`src/inc/halt_pkg.sv`:
```
package halt_pkg;

    localparam int APB_AW = 8;

    localparam logic [7:0] CTRL_OFS = 8'h00;
    localparam logic [7:0] MASK_OFS = 8'h04;
    localparam logic [7:0] PRIO_OFS = 8'h08;
    localparam logic [7:0] STAT_OFS = 8'h0C;

    localparam int CTRL_IE_BIT   = 0;
    localparam int CTRL_ISP_BIT  = 1;
    localparam int CTRL_TMSK_BIT = 2;
    localparam int CTRL_HALT_BIT = 3;

    localparam logic IE_RST   = 1'b0;
    localparam logic ISP_RST  = 1'b1;
    localparam logic TMSK_RST = 1'b1;
    localparam logic [7:0] MASK_RST = 8'hFF;
    localparam logic [7:0] PRIO_RST = 8'hFF;

    localparam int STAT_STATE_LSB = 0;
    localparam int STAT_OUT_LSB   = 2;
    localparam int STAT_SRC_LSB   = 4;
    localparam int STAT_CAUSE_LSB = 8;

    localparam int WAIT_W = 4;
    localparam logic [WAIT_W-1:0] VEC_WAIT_CLKS  = 4'h8;
    localparam logic [WAIT_W-1:0] NEXT_WAIT_CLKS = 4'h2;
    localparam logic [WAIT_W-1:0] WAIT_ONE       = 4'h1;

    localparam logic [3:0] NMI_VECTOR = 4'h8;
    localparam int MAX_IRQ = 8;

    typedef enum logic [1:0] {ST_RUN, ST_HALT, ST_WAIT_VEC, ST_WAIT_NEXT} state_t;
    typedef enum logic [1:0] {OUT_HOLD, OUT_NEXT, OUT_SERVICE} outcome_t;
    typedef enum logic [1:0] {CAUSE_NONE, CAUSE_IRQ, CAUSE_NMI, CAUSE_TEST} cause_t;

    typedef struct packed {
        logic [15:0] addr;
        logic [7:0]  ad_out;
        logic        ad_oe_n;
        logic        address_strobe;
        logic        rd_n;
        logic        wr_n;
        logic        wait_out;
        logic        wait_oe_n;
    } exp_bus_t;

    typedef struct packed {
        logic [7:0] ad_in;
        logic       wait_in;
    } pin_in_t;

    localparam exp_bus_t BUS_RST = '{addr: 16'h0000, ad_out: 8'h00, ad_oe_n: 1'b1,
                                     address_strobe: 1'b0, rd_n: 1'b1, wr_n: 1'b1,
                                     wait_out: 1'b1, wait_oe_n: 1'b1};

endpackage : halt_pkg

```
`src/rtl/wake_arbiter.sv`:
```
`timescale 1ns/1ns
`default_nettype none
module wake_arbiter #(
    parameter int N_IRQ = 8
) (
    input  wire logic [N_IRQ-1:0] irq_req,   // Maskable requests
    input  wire logic [N_IRQ-1:0] irq_mask,  // Mask flags
    input  wire logic [N_IRQ-1:0] irq_prio,  // Priority flags, 1 = low
    input  wire logic             ie,        // Global enable
    input  wire logic             in_service_priority_flag,       // In-service priority flag
    input  wire logic             nmi_req,   // Non-maskable request
    input  wire logic             test_req,  // Test input
    input  wire logic             test_mask, // Test mask
    output halt_pkg::outcome_t    outcome,   // Release decision
    output halt_pkg::cause_t      cause,     // Releasing source kind
    output logic [3:0]            source     // Vector index
);
    import halt_pkg::*;

    logic [N_IRQ-1:0] live;
    logic             hi_any;
    logic             lo_any;
    logic [3:0]       hi_idx;
    logic [3:0]       lo_idx;

    always_comb begin
        live   = irq_req & ~irq_mask;
        hi_any = 1'b0;
        lo_any = 1'b0;
        hi_idx = 4'h0;
        lo_idx = 4'h0;
        // Walk downward so the lowest index wins within each priority group
        for (int i = N_IRQ - 1; i >= 0; i--) begin
            if (live[i] && !irq_prio[i]) begin
                hi_any = 1'b1;
                hi_idx = 4'(i);
            end
            if (live[i] && irq_prio[i]) begin
                lo_any = 1'b1;
                lo_idx = 4'(i);
            end
        end
    end

    always_comb begin
        outcome = OUT_HOLD;
        cause   = CAUSE_NONE;
        source  = 4'h0;
        if (nmi_req) begin
            outcome = OUT_SERVICE;
            cause   = CAUSE_NMI;
            source  = NMI_VECTOR;
        end else if (hi_any) begin
            outcome = ie ? OUT_SERVICE : OUT_NEXT;
            cause   = CAUSE_IRQ;
            source  = hi_idx;
        end else if (lo_any) begin
            outcome = (ie && in_service_priority_flag) ? OUT_SERVICE : OUT_NEXT;
            cause   = CAUSE_IRQ;
            source  = lo_idx;
        end else if (test_req && !test_mask) begin
            outcome = OUT_NEXT;
            cause   = CAUSE_TEST;
        end
    end

endmodule : wake_arbiter
`default_nettype wire

```
`src/rtl/halt_standby_release_control.sv`:
```
// Chosen here: the address map and the APB register port.
`timescale 1ns/1ns
`default_nettype none
module halt_standby_release_control #(
    parameter int N_IRQ = 8
) (
    input  wire logic                  clk,            // 25 MHz clock
    input  wire logic                  resetn,         // Async reset, active low
    input  wire logic                  psel,           // APB select
    input  wire logic                  penable,        // APB enable
    input  wire logic                  pwrite,         // APB direction
    input  wire logic [7:0]            paddr,          // APB byte address
    input  wire logic [31:0]           pwdata,         // APB write data
    output logic                       pready,         // APB ready
    output logic [31:0]                prdata,         // APB read data
    output logic                       pslverr,        // APB error, unmapped address
    input  wire logic                  halt_instr,     // Core executed halt, pulse
    input  wire logic [N_IRQ-1:0]      irq_req,        // Maskable requests, level
    input  wire logic                  nmi_req,        // Non-maskable request, level
    input  wire logic                  test_req,       // Test input, level
    input  wire halt_pkg::exp_bus_t    core_bus,       // Bus values from the core
    input  wire halt_pkg::pin_in_t     pins_in,        // Pin input levels
    output halt_pkg::exp_bus_t         pins,           // Expansion bus pins
    output halt_pkg::pin_in_t          core_pins_in,   // Registered pin levels to core
    output logic                       core_run,       // Core clock enable
    output logic                       resume_next,    // Resume at next instruction, pulse
    output logic                       service_start,  // Vectored servicing begins, pulse
    output logic [3:0]                 service_vector, // Vector index for servicing
    output logic                       reset_branch    // Branch to reset vector, pulse
);
    import halt_pkg::*;

    // Arbiter index and status source field are 4 bits wide and index 8 is
    // NMI_VECTOR; more requests than MAX_IRQ would collide with it there
    if (N_IRQ < 1 || N_IRQ > MAX_IRQ) begin : g_bad_n_irq
        $error("N_IRQ out of range");
    end

    localparam int VEC_DLY  = int'(VEC_WAIT_CLKS);
    localparam int NEXT_DLY = int'(NEXT_WAIT_CLKS);

    function automatic logic hit(input logic [7:0] a, input logic [7:0] ofs);
        hit = (a == ofs);
    endfunction : hit

    state_t            state;
    state_t            next_state;
    logic [WAIT_W-1:0] wait_cnt;
    logic              ie;
    logic              in_service_priority_flag;
    logic              test_mask;
    logic [N_IRQ-1:0]  irq_mask;
    logic [N_IRQ-1:0]  irq_prio;
    outcome_t          last_outcome;
    cause_t            last_cause;
    logic [3:0]        last_source;
    logic              after_reset;
    outcome_t          arb_outcome;
    cause_t            arb_cause;
    logic [3:0]        arb_source;
    logic              wr_en;
    logic              rd_en;
    logic              mapped;
    logic              halt_cmd;
    logic [31:0]       next_prdata;

    wake_arbiter #(.N_IRQ(N_IRQ)) u_arb (
        .irq_req  (irq_req),
        .irq_mask (irq_mask),
        .irq_prio (irq_prio),
        .ie       (ie),
        .in_service_priority_flag      (in_service_priority_flag),
        .nmi_req  (nmi_req),
        .test_req (test_req),
        .test_mask(test_mask),
        .outcome  (arb_outcome),
        .cause    (arb_cause),
        .source   (arb_source)
    );

    // APB slave: one wait state, then pready for a single cycle
    assign wr_en  = psel && penable && pready && pwrite;
    assign rd_en  = psel && penable && !pready;
    assign mapped = hit(paddr, CTRL_OFS) || hit(paddr, MASK_OFS) ||
                    hit(paddr, PRIO_OFS) || hit(paddr, STAT_OFS);
    assign halt_cmd = halt_instr ||
                      (wr_en && hit(paddr, CTRL_OFS) && pwdata[CTRL_HALT_BIT]);

    always_comb begin
        next_prdata = 32'h0000_0000;
        if (hit(paddr, CTRL_OFS)) begin
            next_prdata[CTRL_IE_BIT]   = ie;
            next_prdata[CTRL_ISP_BIT]  = in_service_priority_flag;
            next_prdata[CTRL_TMSK_BIT] = test_mask;
        end else if (hit(paddr, MASK_OFS)) begin
            next_prdata[N_IRQ-1:0] = irq_mask;
        end else if (hit(paddr, PRIO_OFS)) begin
            next_prdata[N_IRQ-1:0] = irq_prio;
        end else if (hit(paddr, STAT_OFS)) begin
            next_prdata[STAT_STATE_LSB +: 2] = state;
            next_prdata[STAT_OUT_LSB +: 2]   = last_outcome;
            next_prdata[STAT_SRC_LSB +: 4]   = last_source;
            next_prdata[STAT_CAUSE_LSB +: 2] = last_cause;
        end
    end

    always_ff @(posedge clk or negedge resetn) begin
        if (!resetn) begin
            pready  <= 1'b0;
            prdata  <= 32'h0000_0000;
            pslverr <= 1'b0;
        end else begin
            pready  <= psel && penable && !pready;
            pslverr <= psel && penable && !pready && !mapped;
            if (rd_en && !pwrite) begin
                prdata <= next_prdata;
            end
        end
    end

    always_ff @(posedge clk or negedge resetn) begin
        if (!resetn) begin
            ie        <= IE_RST;
            in_service_priority_flag       <= ISP_RST;
            test_mask <= TMSK_RST;
            irq_mask  <= MASK_RST[N_IRQ-1:0];
            irq_prio  <= PRIO_RST[N_IRQ-1:0];
        end else if (wr_en) begin
            if (hit(paddr, CTRL_OFS)) begin
                ie        <= pwdata[CTRL_IE_BIT];
                in_service_priority_flag       <= pwdata[CTRL_ISP_BIT];
                test_mask <= pwdata[CTRL_TMSK_BIT];
            end
            if (hit(paddr, MASK_OFS)) begin
                irq_mask <= pwdata[N_IRQ-1:0];
            end
            if (hit(paddr, PRIO_OFS)) begin
                irq_prio <= pwdata[N_IRQ-1:0];
            end
        end
    end

    // Halt sequencing
    always_comb begin
        next_state = state;
        unique case (state)
            ST_RUN: begin
                if (halt_cmd) begin
                    next_state = ST_HALT;
                end
            end
            ST_HALT: begin
                unique case (arb_outcome)
                    OUT_SERVICE: next_state = ST_WAIT_VEC;
                    OUT_NEXT:    next_state = ST_WAIT_NEXT;
                    OUT_HOLD:    next_state = ST_HALT;
                    default:     next_state = ST_HALT;
                endcase
            end
            ST_WAIT_VEC, ST_WAIT_NEXT: begin
                if (wait_cnt == '0) begin
                    next_state = ST_RUN;
                end
            end
        endcase
    end

    always_ff @(posedge clk or negedge resetn) begin
        if (!resetn) begin
            state <= ST_RUN;
        end else begin
            state <= next_state;
        end
    end

    always_ff @(posedge clk or negedge resetn) begin
        if (!resetn) begin
            wait_cnt <= '0;
        end else if (state == ST_HALT && next_state == ST_WAIT_VEC) begin
            wait_cnt <= VEC_WAIT_CLKS - WAIT_ONE;
        end else if (state == ST_HALT && next_state == ST_WAIT_NEXT) begin
            wait_cnt <= NEXT_WAIT_CLKS - WAIT_ONE;
        end else if (wait_cnt != '0) begin
            wait_cnt <= wait_cnt - WAIT_ONE;
        end
    end

    always_ff @(posedge clk or negedge resetn) begin
        if (!resetn) begin
            last_outcome   <= OUT_HOLD;
            last_cause     <= CAUSE_NONE;
            last_source    <= 4'h0;
            service_vector <= 4'h0;
        end else if (state == ST_HALT && arb_outcome != OUT_HOLD) begin
            last_outcome   <= arb_outcome;
            last_cause     <= arb_cause;
            last_source    <= arb_source;
            service_vector <= arb_source;
        end
    end

    always_ff @(posedge clk or negedge resetn) begin
        if (!resetn) begin
            core_run      <= 1'b0;
            resume_next   <= 1'b0;
            service_start <= 1'b0;
        end else begin
            core_run      <= (next_state == ST_RUN);
            resume_next   <= (state == ST_WAIT_NEXT) && (wait_cnt == '0);
            service_start <= (state == ST_WAIT_VEC) && (wait_cnt == '0);
        end
    end

    // Reset vector branch is flagged once at the first edge after release
    always_ff @(posedge clk or negedge resetn) begin
        if (!resetn) begin
            after_reset  <= 1'b0;
            reset_branch <= 1'b0;
        end else begin
            after_reset  <= 1'b1;
            reset_branch <= !after_reset;
        end
    end

    // Expansion bus: pass core values while running, standby levels otherwise
    always_ff @(posedge clk or negedge resetn) begin
        if (!resetn) begin
            pins         <= BUS_RST;
            core_pins_in <= '0;
        end else begin
            core_pins_in <= pins_in;
            if (state == ST_RUN) begin
                pins <= core_bus;
            end else begin
                pins.ad_oe_n   <= 1'b1;
                pins.wait_oe_n <= 1'b1;
                pins.address_strobe      <= 1'b0;
                pins.rd_n      <= 1'b1;
                pins.wr_n      <= 1'b1;
            end
        end
    end

    a_halt_bus_levels: assert property (@(posedge clk) disable iff (!resetn)
        (state == ST_HALT) |=> (pins.ad_oe_n && pins.wait_oe_n && !pins.address_strobe &&
                                pins.rd_n && pins.wr_n))
        else $error("bus pins not at standby levels while halted");

    a_halt_addr_held: assert property (@(posedge clk) disable iff (!resetn)
        (state == ST_HALT) |=> $stable(pins.addr))
        else $error("address lines moved while halted");

    a_vector_wait_len: assert property (@(posedge clk) disable iff (!resetn)
        (state == ST_WAIT_VEC && $past(state) == ST_HALT) |->
            (!service_start [*8]) ##1 service_start)
        else $error("vectored release wait is not 8 clocks");

    a_next_wait_len: assert property (@(posedge clk) disable iff (!resetn)
        (state == ST_WAIT_NEXT && $past(state) == ST_HALT) |->
            ##NEXT_DLY (resume_next && core_run && !service_start))
        else $error("non-vectored release wait is not 2 clocks");

    a_irq_ack_service: assert property (@(posedge clk) disable iff (!resetn)
        (state == ST_HALT && !nmi_req && ie && in_service_priority_flag && (irq_req & ~irq_mask) != '0) |->
            ##VEC_DLY ##1 service_start)
        else $error("enabled unmasked request did not reach servicing");

    a_irq_noack_next: assert property (@(posedge clk) disable iff (!resetn)
        (state == ST_HALT && !nmi_req && !ie && (irq_req & ~irq_mask) != '0) |=>
            (state == ST_WAIT_NEXT))
        else $error("disabled acknowledgment did not resume at next instruction");

    a_nmi_always_wakes: assert property (@(posedge clk) disable iff (!resetn)
        (state == ST_HALT && nmi_req) |=>
            (state == ST_WAIT_VEC) ##VEC_DLY (service_vector == NMI_VECTOR && service_start))
        else $error("non-maskable request did not vector");

    a_test_wake_hold: assert property (@(posedge clk) disable iff (!resetn)
        (state == ST_HALT && !nmi_req && (irq_req & ~irq_mask) == '0 && test_req) |=>
            (state == (test_mask ? ST_HALT : ST_WAIT_NEXT)))
        else $error("test input handled wrongly while halted");

    a_masked_irq_hold: assert property (@(posedge clk) disable iff (!resetn)
        (state == ST_HALT && !nmi_req && (irq_req & ~irq_mask) == '0 &&
         !(test_req && !test_mask)) |=> (state == ST_HALT && !core_run))
        else $error("halt left without an unmasked source");

    a_low_prio_isp0: assert property (@(posedge clk) disable iff (!resetn)
        (state == ST_HALT && !nmi_req && !in_service_priority_flag && (irq_req & ~irq_mask & ~irq_prio) == '0 &&
         (irq_req & ~irq_mask) != '0) |=> (state == ST_WAIT_NEXT))
        else $error("low priority request with flag 0 did not resume next");

    a_reset_branch_once: assert property (@(posedge clk) disable iff (!resetn)
        reset_branch |-> (state == ST_RUN && core_run) ##1 !reset_branch)
        else $error("reset branch pulse malformed");

endmodule : halt_standby_release_control
`default_nettype wire

```
`config.mk`:
```
export PLATFORM = sky130hd
export DESIGN_NAME = halt_standby_release_control
export DESIGN_NICKNAME = d
export VERILOG_FILES = /design/src/inc/halt_pkg.sv /design/src/rtl/wake_arbiter.sv /design/src/rtl/halt_standby_release_control.sv
export SDC_FILE = /design/constraint.sdc
export NUM_CORES = 1
export LEC_CHECK = 0
export ABC_AREA = 1
export BUFFER_PORTS_ARGS = -buffer_cell sky130_fd_sc_hd__buf_2
export CAP_MARGIN = 20
export CORE_MARGIN = 8
export CORE_UTILIZATION = 48
export DETAILED_ROUTE_END_ITERATION = 8
export PLACE_DENSITY = 0.81
export SYNTH_ARGS = -nofsm -noshare
export SYNTH_HDL_FRONTEND = slang
export SYNTH_SLANG_ARGS = --single-unit
export TNS_END_PERCENT = 100
```
`constraint.sdc`:
```
create_clock -name clk -period 2.6 [get_ports clk]
set_input_delay 0.26 -clock clk [delete_from_list [all_inputs] [get_ports clk]]
set_output_delay 0.26 -clock clk [all_outputs]
set_load 0.05 [all_outputs]
```
==> flow_summary.toml, run 1 <==
[clock_network]
clockBufferDepth = 2
cts_buffers = 9
cts_max_level = 3
path_clk_slew_ns = 0.10
tritoncts = "yes"
insertion_delay_ns = 0.36
numClockSinks = 89
root_buffer = "clkbuf_8"

[global_routing]
grt_overflow = 0
grt_pass1_vias = 3797
grt_util_met1_pct = 20.6
antenna_found_initial = 1
groute.usage.overall_pct = 19.0
grtUsageMet2_pct = 31.7
grt.busiest_layer = "met2"
use_met3_pct = 8.74
grt_first_pass_wirelength_um = 17700
grt_max_degree = 49

[place]
postPlaceCellArea_um2 = 4780
dp_hpwl_um = 8180
io_buffers = 129
gp_congestion = 0.931
dp.cells = 704
dp_worst_setup_slack_ns = 0.107

[setup_path]
timing.reg2reg.setup_slack_ns = 0.11
path_common_cell = "o21ai_0"
cp_data_required_time_ns = 2.84
critPathKind = "flop to flop"
cp-end-kind = "flop"
cp_slowest_cell = "dfstp_2"
slowest_delay_ns = 0.56
endpoint = "wait_cnt[1]"
cp.arrival_ns = 2.73
r2r-start = "irq_mask[6]"
start_kind = "flop"
r2r.worst_path.cells = 14
crit_path_max_fanout = 3
r2r-end = "wait_cnt[1]"
startpoint = "irq_mask[6]"
cp_top_family = "simple AND/OR/NAND/NOR gates"
crit_buf_inv = 2
cp_num_cells = 14
crit_chain = "inv_1, nand3b_1, nand2_2, nor2_4, nand2_1, nor2_2, inv_1, nand2_2, nand3_2, ha_1, o21ai_0, nand4_1, o21ai_0, o21ai_0"

[synthesis]
yosysMostFrequentCell = "nand2_1"
seq_area_frac_synth_pct = 55.1
synth_top_cell_by_area = "dfrtp_1"
syn_inst = 477
yosys_register_bits = 89
synthTopCellsByArea = "dfrtp_1 40%, dfstp_2 15%, nand2_1 14%, inv_1 5.5%, o21ai_0 4.3%"
yosys_warnings = 0
synthFlopType = "dfrtp_1"
syn-cell-area_um2 = 4100
ys_top_cells_by_count = "152 x nand2_1, 66 x dfrtp_1, 60 x inv_1, 35 x o21ai_0, 23 x dfstp_2"
async_flop_share_pct = 100
synth_enable_flop_cells = 0
ys_types = 38
synth_top_area_share_pct = 40.3
avgSynthCellArea_um2 = 8.59

[min_path]
hp-class = "input pin to flop"

[pwr]
power_frac_clock_pct = 18.2
powerDensity_nw_per_um2 = 971
seq_power_share_pct = 38.5
p_int_mw = 2.62
power_frac_comb_pct = 43.3
netSwitchingFraction_pct = 47.4
p_sw_mw = 2.36
irDropWorstVdd_v = 0.000892
fin_total_pwr_mw = 4.98
power.leakage_nw = 2.73

[floorplanning]
placementRows = 33
die_height_um = 108
dieWidth_um = 108
start_util_pct = 49.6
fp.dieArea_um2 = 11700
core_um2 = 8260
io_pins = 176

[sta]
hold_viol_final = 0
fin_crit_sh_pct = 95.8
clock-skew-final_ns = 0.0151
max_freq_ghz = 0.401
fin_ws_ns = 0.109
setup_violations = 0
fin_hold_ws_ns = 0.0818
period_needed_ns = 2.49
tightestPinTransition_ns = 0.885
setup_tns_ns = 0
slew_headroom_pct = 40.9
finalMaxSlewViolations = 0

[drt]
wirelength_um = 11000
drcViolationCount = 0
ant_nets = 0
viasPerCell = 4.96
dr.pass1.iters = 5
wire_per_inst_um = 15.0
vias = 3642
drt_first_iter_violations = 136

[job]
maxCapViolations = 0

[finish]
instances_no_fill = 735
syn2layout_area_growth_pct = 25.1
drive_gt1_share_pct = 33.5
seqCellArea_um2 = 2260
antennaDiodeCount = 0
final_util_pct = 62.1
finalInstanceArea_um2 = 5130
fin_nets = 723
multi_input_area_um2 = 1480
fillerInstances = 720

[run_status]
status = "completed"
cell type report:
class                   count  area share (%)
clock buffers              10            2.68
clock inverters             6           0.976
inverters                  67            4.95
multi-input cells         312            28.9
flip-flops and latches     89            44.0
well taps                 105            2.56
repair buffers            146            15.9
how the worst min path moves through the flow:
stage | startpoint | endpoint | slack, ns | cells after the start
finish | core_bus[3] | pins[3] | 0.08 | 2
CTS | core_bus[3] | pins[3] | 0.07 | 2
global placement | resetn | prdata[3] | 0.27 | 1
detailed placement | resetn | prdata[6] | 0.28 | 1
global route | core_bus[3] | pins[3] | 0.08 | 2
floorplan | resetn | after_reset | -0.04 | 0
registers in the layout, indices dropped and copies added, names as in the netlist, 2 cells and up:
name,flops
wait_cnt,4
prdata,10
last_cause,2
pins,30
irq_prio,8
irq_mask,8
state,2
core_pins_in,9
last_outcome,2
last_source,4
power groups by stage:
stage | Clock, mW | Sequential (mW) | Combinational [mW]
2_1_floorplan | 0 | 2.82 | 0.704
3_3_place_gp | 0 | 1.91 | 2.09
3_5_place_dp | 0 | 1.93 | 2.14
4_1_cts | 0.927 | 1.91 | 2.15
5_1_grt | 0.970 | 1.95 | 2.33
6_report | 0.907 | 1.91 | 2.16
cells in the final DEF (no fill, tap or decap), types with 10 or more instances in the layout:
cell type	count
buf_2	128
nand3_1	20
dfstp_2	23
nand2_1	150
dlygate4sd3_1	10
dfrtp_1	66
inv_1	60
conb_1	23
clkbuf_8	10
o21ai_0	35
nor2_1	17
logic make-up (layout without fill, tap and decap cells):
| logic type | after synthesis | count (layout) | synth area share (%) |
|---|---|---|---|
| fa+ha+maj | 3 | 3 | 0.916 |
| compound gates | 62 | 62 | 8.67 |
| xor+xnor | 2 | 2 | 0.428 |
| buf+inv | 97 | 229 | 11.1 |
| simple gates | 222 | 222 | 23.7 |
| flops | 89 | 89 | 55.1 |
| other cells | 2 | 23 | 0.183 |
timing repair:
action	in CTS	in global routing
endpoints found under the setup margin	0	8
setup buffers	0	5
hold endpoints to repair	37	0
hold buffers	10	0
gates resized for setup	0	6
layer usage:
layer  share of wire [%]  vias to the layer above
li1                    -                     1737
met1                  37                     1680
met2                  47                      197
met3                  13                       26
met4                 2.2                        2
met5                0.10                        -
Power figures use the tool's default switching activity.
==> run 2, diff against run 1 <==
Settings changed: CORE_ASPECT_RATIO from default to 2.
==> run 2 against run 1 <==
  * Maximum frequency up 3.6%
  * Wire length down 5.5%
  * Sequential share of layout area down 0.096 points
  * Total power up 9.3%
  * Critical endpoint is now last_source[2]
  * Combinational power down 2%
  * Die area up 1.5%
  * Sequential power about the same
==> flow_summary.toml, run 2 (synthesis results as in run 1) <==
[run_status]
status = "completed"

[global_routing]
grt_util_met1_pct = 18.8
grt.busiest_layer = "met2"
grtUsageMet2_pct = 31.5
use_met3_pct = 6.03
antenna_found_initial = 0
grt_pass1_vias = 3548
grt_max_degree = 54
groute.usage.overall_pct = 18.3
grt_overflow = 0
grt_first_pass_wirelength_um = 16800

[finish]
syn2layout_area_growth_pct = 25.4
antennaDiodeCount = 0
fin_nets = 711
mostFrequentLayoutCell = "nand2_1"
finalInstanceArea_um2 = 5140
final_util_pct = 62.0
final_cell_mix = "151 x nand2_1, 128 x buf_2, 66 x dfrtp_1"
largest_reg_flops = 30
largest_registers = "pins: 30 flops, prdata: 10 flops, core_pins_in: 9 flops"
drive_gt1_share_pct = 33.3
top_register = "pins"

[sta]
slew_headroom_pct = 43.3
max_freq_ghz = 0.416
setup_violations = 0
fin_hold_ws_ns = 0.0235
hold_viol_final = 0
fin_ws_ns = 0.196
period_needed_ns = 2.40
finalMaxSlewViolations = 0
clock-skew-final_ns = 0.00623
fin_crit_sh_pct = 92.5
tightestPinTransition_ns = 0.849

[pwr]
fin_total_pwr_mw = 5.44
powerDensity_nw_per_um2 = 1060
irDropWorstVdd_v = 0.000871
power.leakage_nw = 2.75

[floorplanning]
io_pins = 176
placementRows = 47
core_um2 = 8290
die_height_um = 147
dieWidth_um = 81.3
start_util_pct = 49.4
fp.dieArea_um2 = 11900

[drt]
wirelength_um = 10400
viasPerCell = 4.79
dr.pass1.iters = 4
drt_first_iter_violations = 130
wire_per_inst_um = 14.6
vias = 3432
ant_nets = 0
drcViolationCount = 0

[min_path]
worstHoldPathCells = 1
hp-class = "input pin to flop"

[clock_network]
cts_buffers = 9
insertion_delay_ns = 0.34
numClockSinks = 89
cts_max_level = 3
path_clk_slew_ns = 0.07
tritoncts = "yes"
clockBufferDepth = 2
root_buffer = "clkbuf_16"
post_cts_buffers = 0

[setup_path]
cp_data_required_time_ns = 2.86
cp-end-kind = "flop"
endpoint = "last_source[2]"
startpoint = "irq_prio[7]"
cp.arrival_ns = 2.67
start_kind = "flop"
r2r-end = "last_source[2]"
r2r-start = "irq_prio[7]"
r2r.worst_path.cells = 17
critPathKind = "flop to flop"
crit_path_max_fanout = 9
timing.reg2reg.setup_slack_ns = 0.20

[place]
io_buffers = 129
dp_worst_setup_slack_ns = 0.154
gp_congestion = 0.907
dp_hpwl_um = 8350
postPlaceCellArea_um2 = 4790

[job]
maxCapViolations = 0
-- run 2: cell count changes in the layout (fill, tap and decap cells not counted), sizes merged --
cell / change
buf: -3
bufinv: +2
clkbuf: -1
clkinvlp: -2
dlygate4sd3: -9
inv: +1
-- run 2: worst min path at each step --
stage / from / to
2_1_floorplan: resetn / after_reset
3_3_place_gp: resetn / pready
3_5_place_dp: resetn / pready
4_1_cts: pins_in[7] / core_pins_in[7]
5_1_grt: pins_in[8] / core_pins_in[8]
6_report: pins_in[7] / core_pins_in[7]
-- run 2: where the power goes --
group / switching, mW / internal (mW) / total, mW
Sequential: 0.179 / 1.74 / 1.92
Combinational: 1.64 / 0.480 / 2.12
Clock: 0.553 / 0.852 / 1.41
-- run 2: per-layer routing --
layer | part of all wire [%] | vias up | routed length (um)
met2 | 53 | 130 | 5570
met1 | 36 | 1571 | 3780
met4 | 2.9 | 0 | 299
met3 | 7.4 | 19 | 776
li1 | - | 1712 | -
met5 | 0 | - | 0
-- run 2: cell type report --
cell class	count	area (um^2)
clock buffers	9	225
clock inverters	7	100
fillers	711	3150
inverters	67	254
multi-input cells	312	1480
flip-flops and latches	89	2260
well taps	98	123
repair buffers	134	701
-- run 2: worst max-delay path, cell delays in order, from the launching register on --
cell and delay (ns):
dfstp_2 0.55, inv_1 0.07, nand3_1 0.10, nand2_1 0.09, nor2_2 0.15, nand2_2 0.09, nor2_4 0.13, inv_1 0.07
nand2_2 0.08, nand3_2 0.10, ha_2 0.21, nor2_4 0.13, inv_4 0.07, nor2_4 0.11, nand2_2 0.06, nor2_2 0.10
nand4_1 0.11, o21ai_1 0.10
-- run 2: through the flow --
step	TNS (ns)	cells
2_1_floorplan	0	498
5_1_grt	-0.00655	716
3_5_place_dp	0	699
6_report	0	716
3_3_place_gp	0	699
4_1_cts	0	716
-- run 2: repair_timing --
action | in CTS | in global routing
hold endpoints to repair | 51 | 0
setup endpoints to repair | 0 | 6
resized for setup | 0 | 5
hold buffers | 1 | 0
==> run 3, diff against run 2 <==
Settings changed: GPL_TIMING_DRIVEN from default to 0, RECOVER_POWER from default to 50.
==> run 3 against run 2 <==
  * Largest power group unchanged
  * First-iteration DRC count up 58%
  * Via count up 2.9%
  * Highest routed layer unchanged
  * Global-route usage about the same
  * Sequential share of layout area down 0.80 points
  * Sequential power about the same
  * Final cell count up 3.9%
  * Sequential cell count unchanged
  * Wire length up 2.5%
  * Cell area up 1.9%
==> flow_summary.toml, run 3 (synthesis results as in run 1) <==
[drt]
drcViolationCount = 0
dr.pass1.iters = 4
ant_nets = 0
drt_first_iter_violations = 205
viasPerCell = 4.75
wirelength_um = 10700
wire_per_inst_um = 14.4
vias = 3532

[place]
io_buffers = 129
gp_congestion = 0.905
dp.cells = 726
postPlaceCellArea_um2 = 4970
dp_hpwl_um = 8820

[clock_network]
clockBufferDepth = 2
root_buffer = "clkbuf_16"
insertion_delay_ns = 0.34
path_clk_slew_ns = 0.06
cts_buffers = 9
cts_max_level = 3
numClockSinks = 89
tritoncts = "yes"

[sta]
period_needed_ns = 2.46
grt_setup_unrepaired = "no"
finalMaxSlewViolations = 0
max_freq_ghz = 0.407
clock-skew-final_ns = 0.00792
slew_headroom_pct = 34.4
tightestPinTransition_ns = 0.984
setup_violations = 0
fin_crit_sh_pct = 94.5
setup_tns_ns = 0
hold_viol_final = 0
fin_hold_ws_ns = 0.0261

[setup_path]
cp_data_required_time_ns = 2.86
slowest_delay_ns = 0.55
cp-end-kind = "flop"
crit_chain = "inv_1, nand3_1, nand2_1, nor2_1, nand2_1, nor2_4, inv_1, nand2_2, nand3_2, ha_1, nor2_4, inv_4, nor2_4, nand2_2, nor2_2, nand4_1, o21ai_1"
cp_slowest_cell = "dfstp_2"
path_common_cell = "nor2_4"
crit_buf_inv = 3
cp.arrival_ns = 2.72
cp_top_family = "simple AND/OR/NAND/NOR gates"
critPathKind = "flop to flop"
start_kind = "flop"
crit_path_max_fanout = 9

[floorplanning]
die_height_um = 147
dieWidth_um = 81.3
start_util_pct = 49.4
io_pins = 176
core_um2 = 8290
placementRows = 47
fp.dieArea_um2 = 11900

[global_routing]
grt_overflow = 0
grt_first_pass_wirelength_um = 17100
antenna_found_initial = 0
groute.usage.overall_pct = 18.3
grt_max_degree = 76
grt_pass1_vias = 3743

[run_status]
status = "completed"

[finish]
finalInstanceArea_um2 = 5230
drive_gt1_share_pct = 32.2
largest_reg_flops = 30
largest_registers = "pins: 30 flops, prdata: 10 flops, core_pins_in: 9 flops"
mostFrequentLayoutCell = "nand2_1"
multi_input_area_um2 = 1470
top_register = "pins"
syn2layout_area_growth_pct = 27.7
antennaDiodeCount = 0
seqCellArea_um2 = 2260
fillerInstances = 723
fin_nets = 739
instances_no_fill = 744
final_cell_mix = "152 x nand2_1, 114 x buf_2, 66 x dfrtp_1"

[min_path]
hp-class = "input pin to flop"

[pwr]
p_sw_mw = 2.40
power_frac_clock_pct = 22.9
p_int_mw = 2.89
irDropWorstVdd_v = 0.00120
seq_power_share_pct = 36.1
power.leakage_nw = 2.77
netSwitchingFraction_pct = 45.4
powerDensity_nw_per_um2 = 1010
power_frac_comb_pct = 41.0

[job]
maxCapViolations = 0
[run 3: cell types whose count changed in the layout (fill, tap and decap cells not counted), moves of 2 or more]
cell and change:
bufinv_16 -2, clkinvlp_4 +2, clkbuf_1 +24, buf_4 +19, buf_2 -14
[run 3: what timing repair did]
action                                  in CTS  in global routing
hold buffers                                 1                  0
buffers inserted                             0                  1
endpoints found under the setup margin       0                  6
resized for setup                            0                  2
endpoints found under the hold margin       14                  0
[run 3: power by group through the flow]
stage	clock network, mW	registers, mW	logic, mW
finish	1.21	1.91	2.17
global route	1.29	1.95	2.34
CTS	1.24	1.91	2.20
detailed placement	0	1.93	2.20
global placement	0	1.91	2.12
floorplan	0	2.82	0.704
[run 3: cell type report]
type | instances | area share (%)
Clock inverter | 6 | 0.956
Tap cell | 98 | 2.34
Buffer | 30 | 3.80
Multi-Input combinational cell | 312 | 28.2
Inverter | 67 | 4.85
Clock buffer | 10 | 4.38
Sequential cell | 89 | 43.1
Timing Repair Buffer | 132 | 12.4
[run 3: final timing paths]
check                             from              end  slack [ns]  cells after the start
max                        irq_prio[4]   last_source[2]        0.14                     17
min                         pins_in[7]  core_pins_in[7]        0.03                      1
max reg2reg                irq_prio[4]   last_source[2]        0.14                     17
min reg2reg                after_reset     reset_branch        0.39                      1
max in group asynchronous       resetn    last_cause[0]        0.54                      3
min in group asynchronous       resetn           pready        0.51                      2
[run 3: per-layer routing]
metal / vias to the layer above / part of all wire (%) / routed length (um) / global-route usage [%]
li1: 1765 / - / - / -
met3: 11 / 8.0 / 857 / 5.60
met1: 1635 / 34 / 3640 / 17.4
met4: 0 / 1.5 / 158 / 6.49
met2: 121 / 56 / 6030 / 34.2
met5: - / 0 / 0 / 0
[run 3: stage by stage]
stage               total power [mW]  worst slack [ns]  utilization, %
floorplan                       3.52             0.418               -
global placement                4.03            0.0790            59.6
detailed placement              4.13            0.0569            60.0
CTS                             5.35            0.0258            63.5
global route                    5.58           0.00638            63.1
finish                          5.30             0.143            63.1
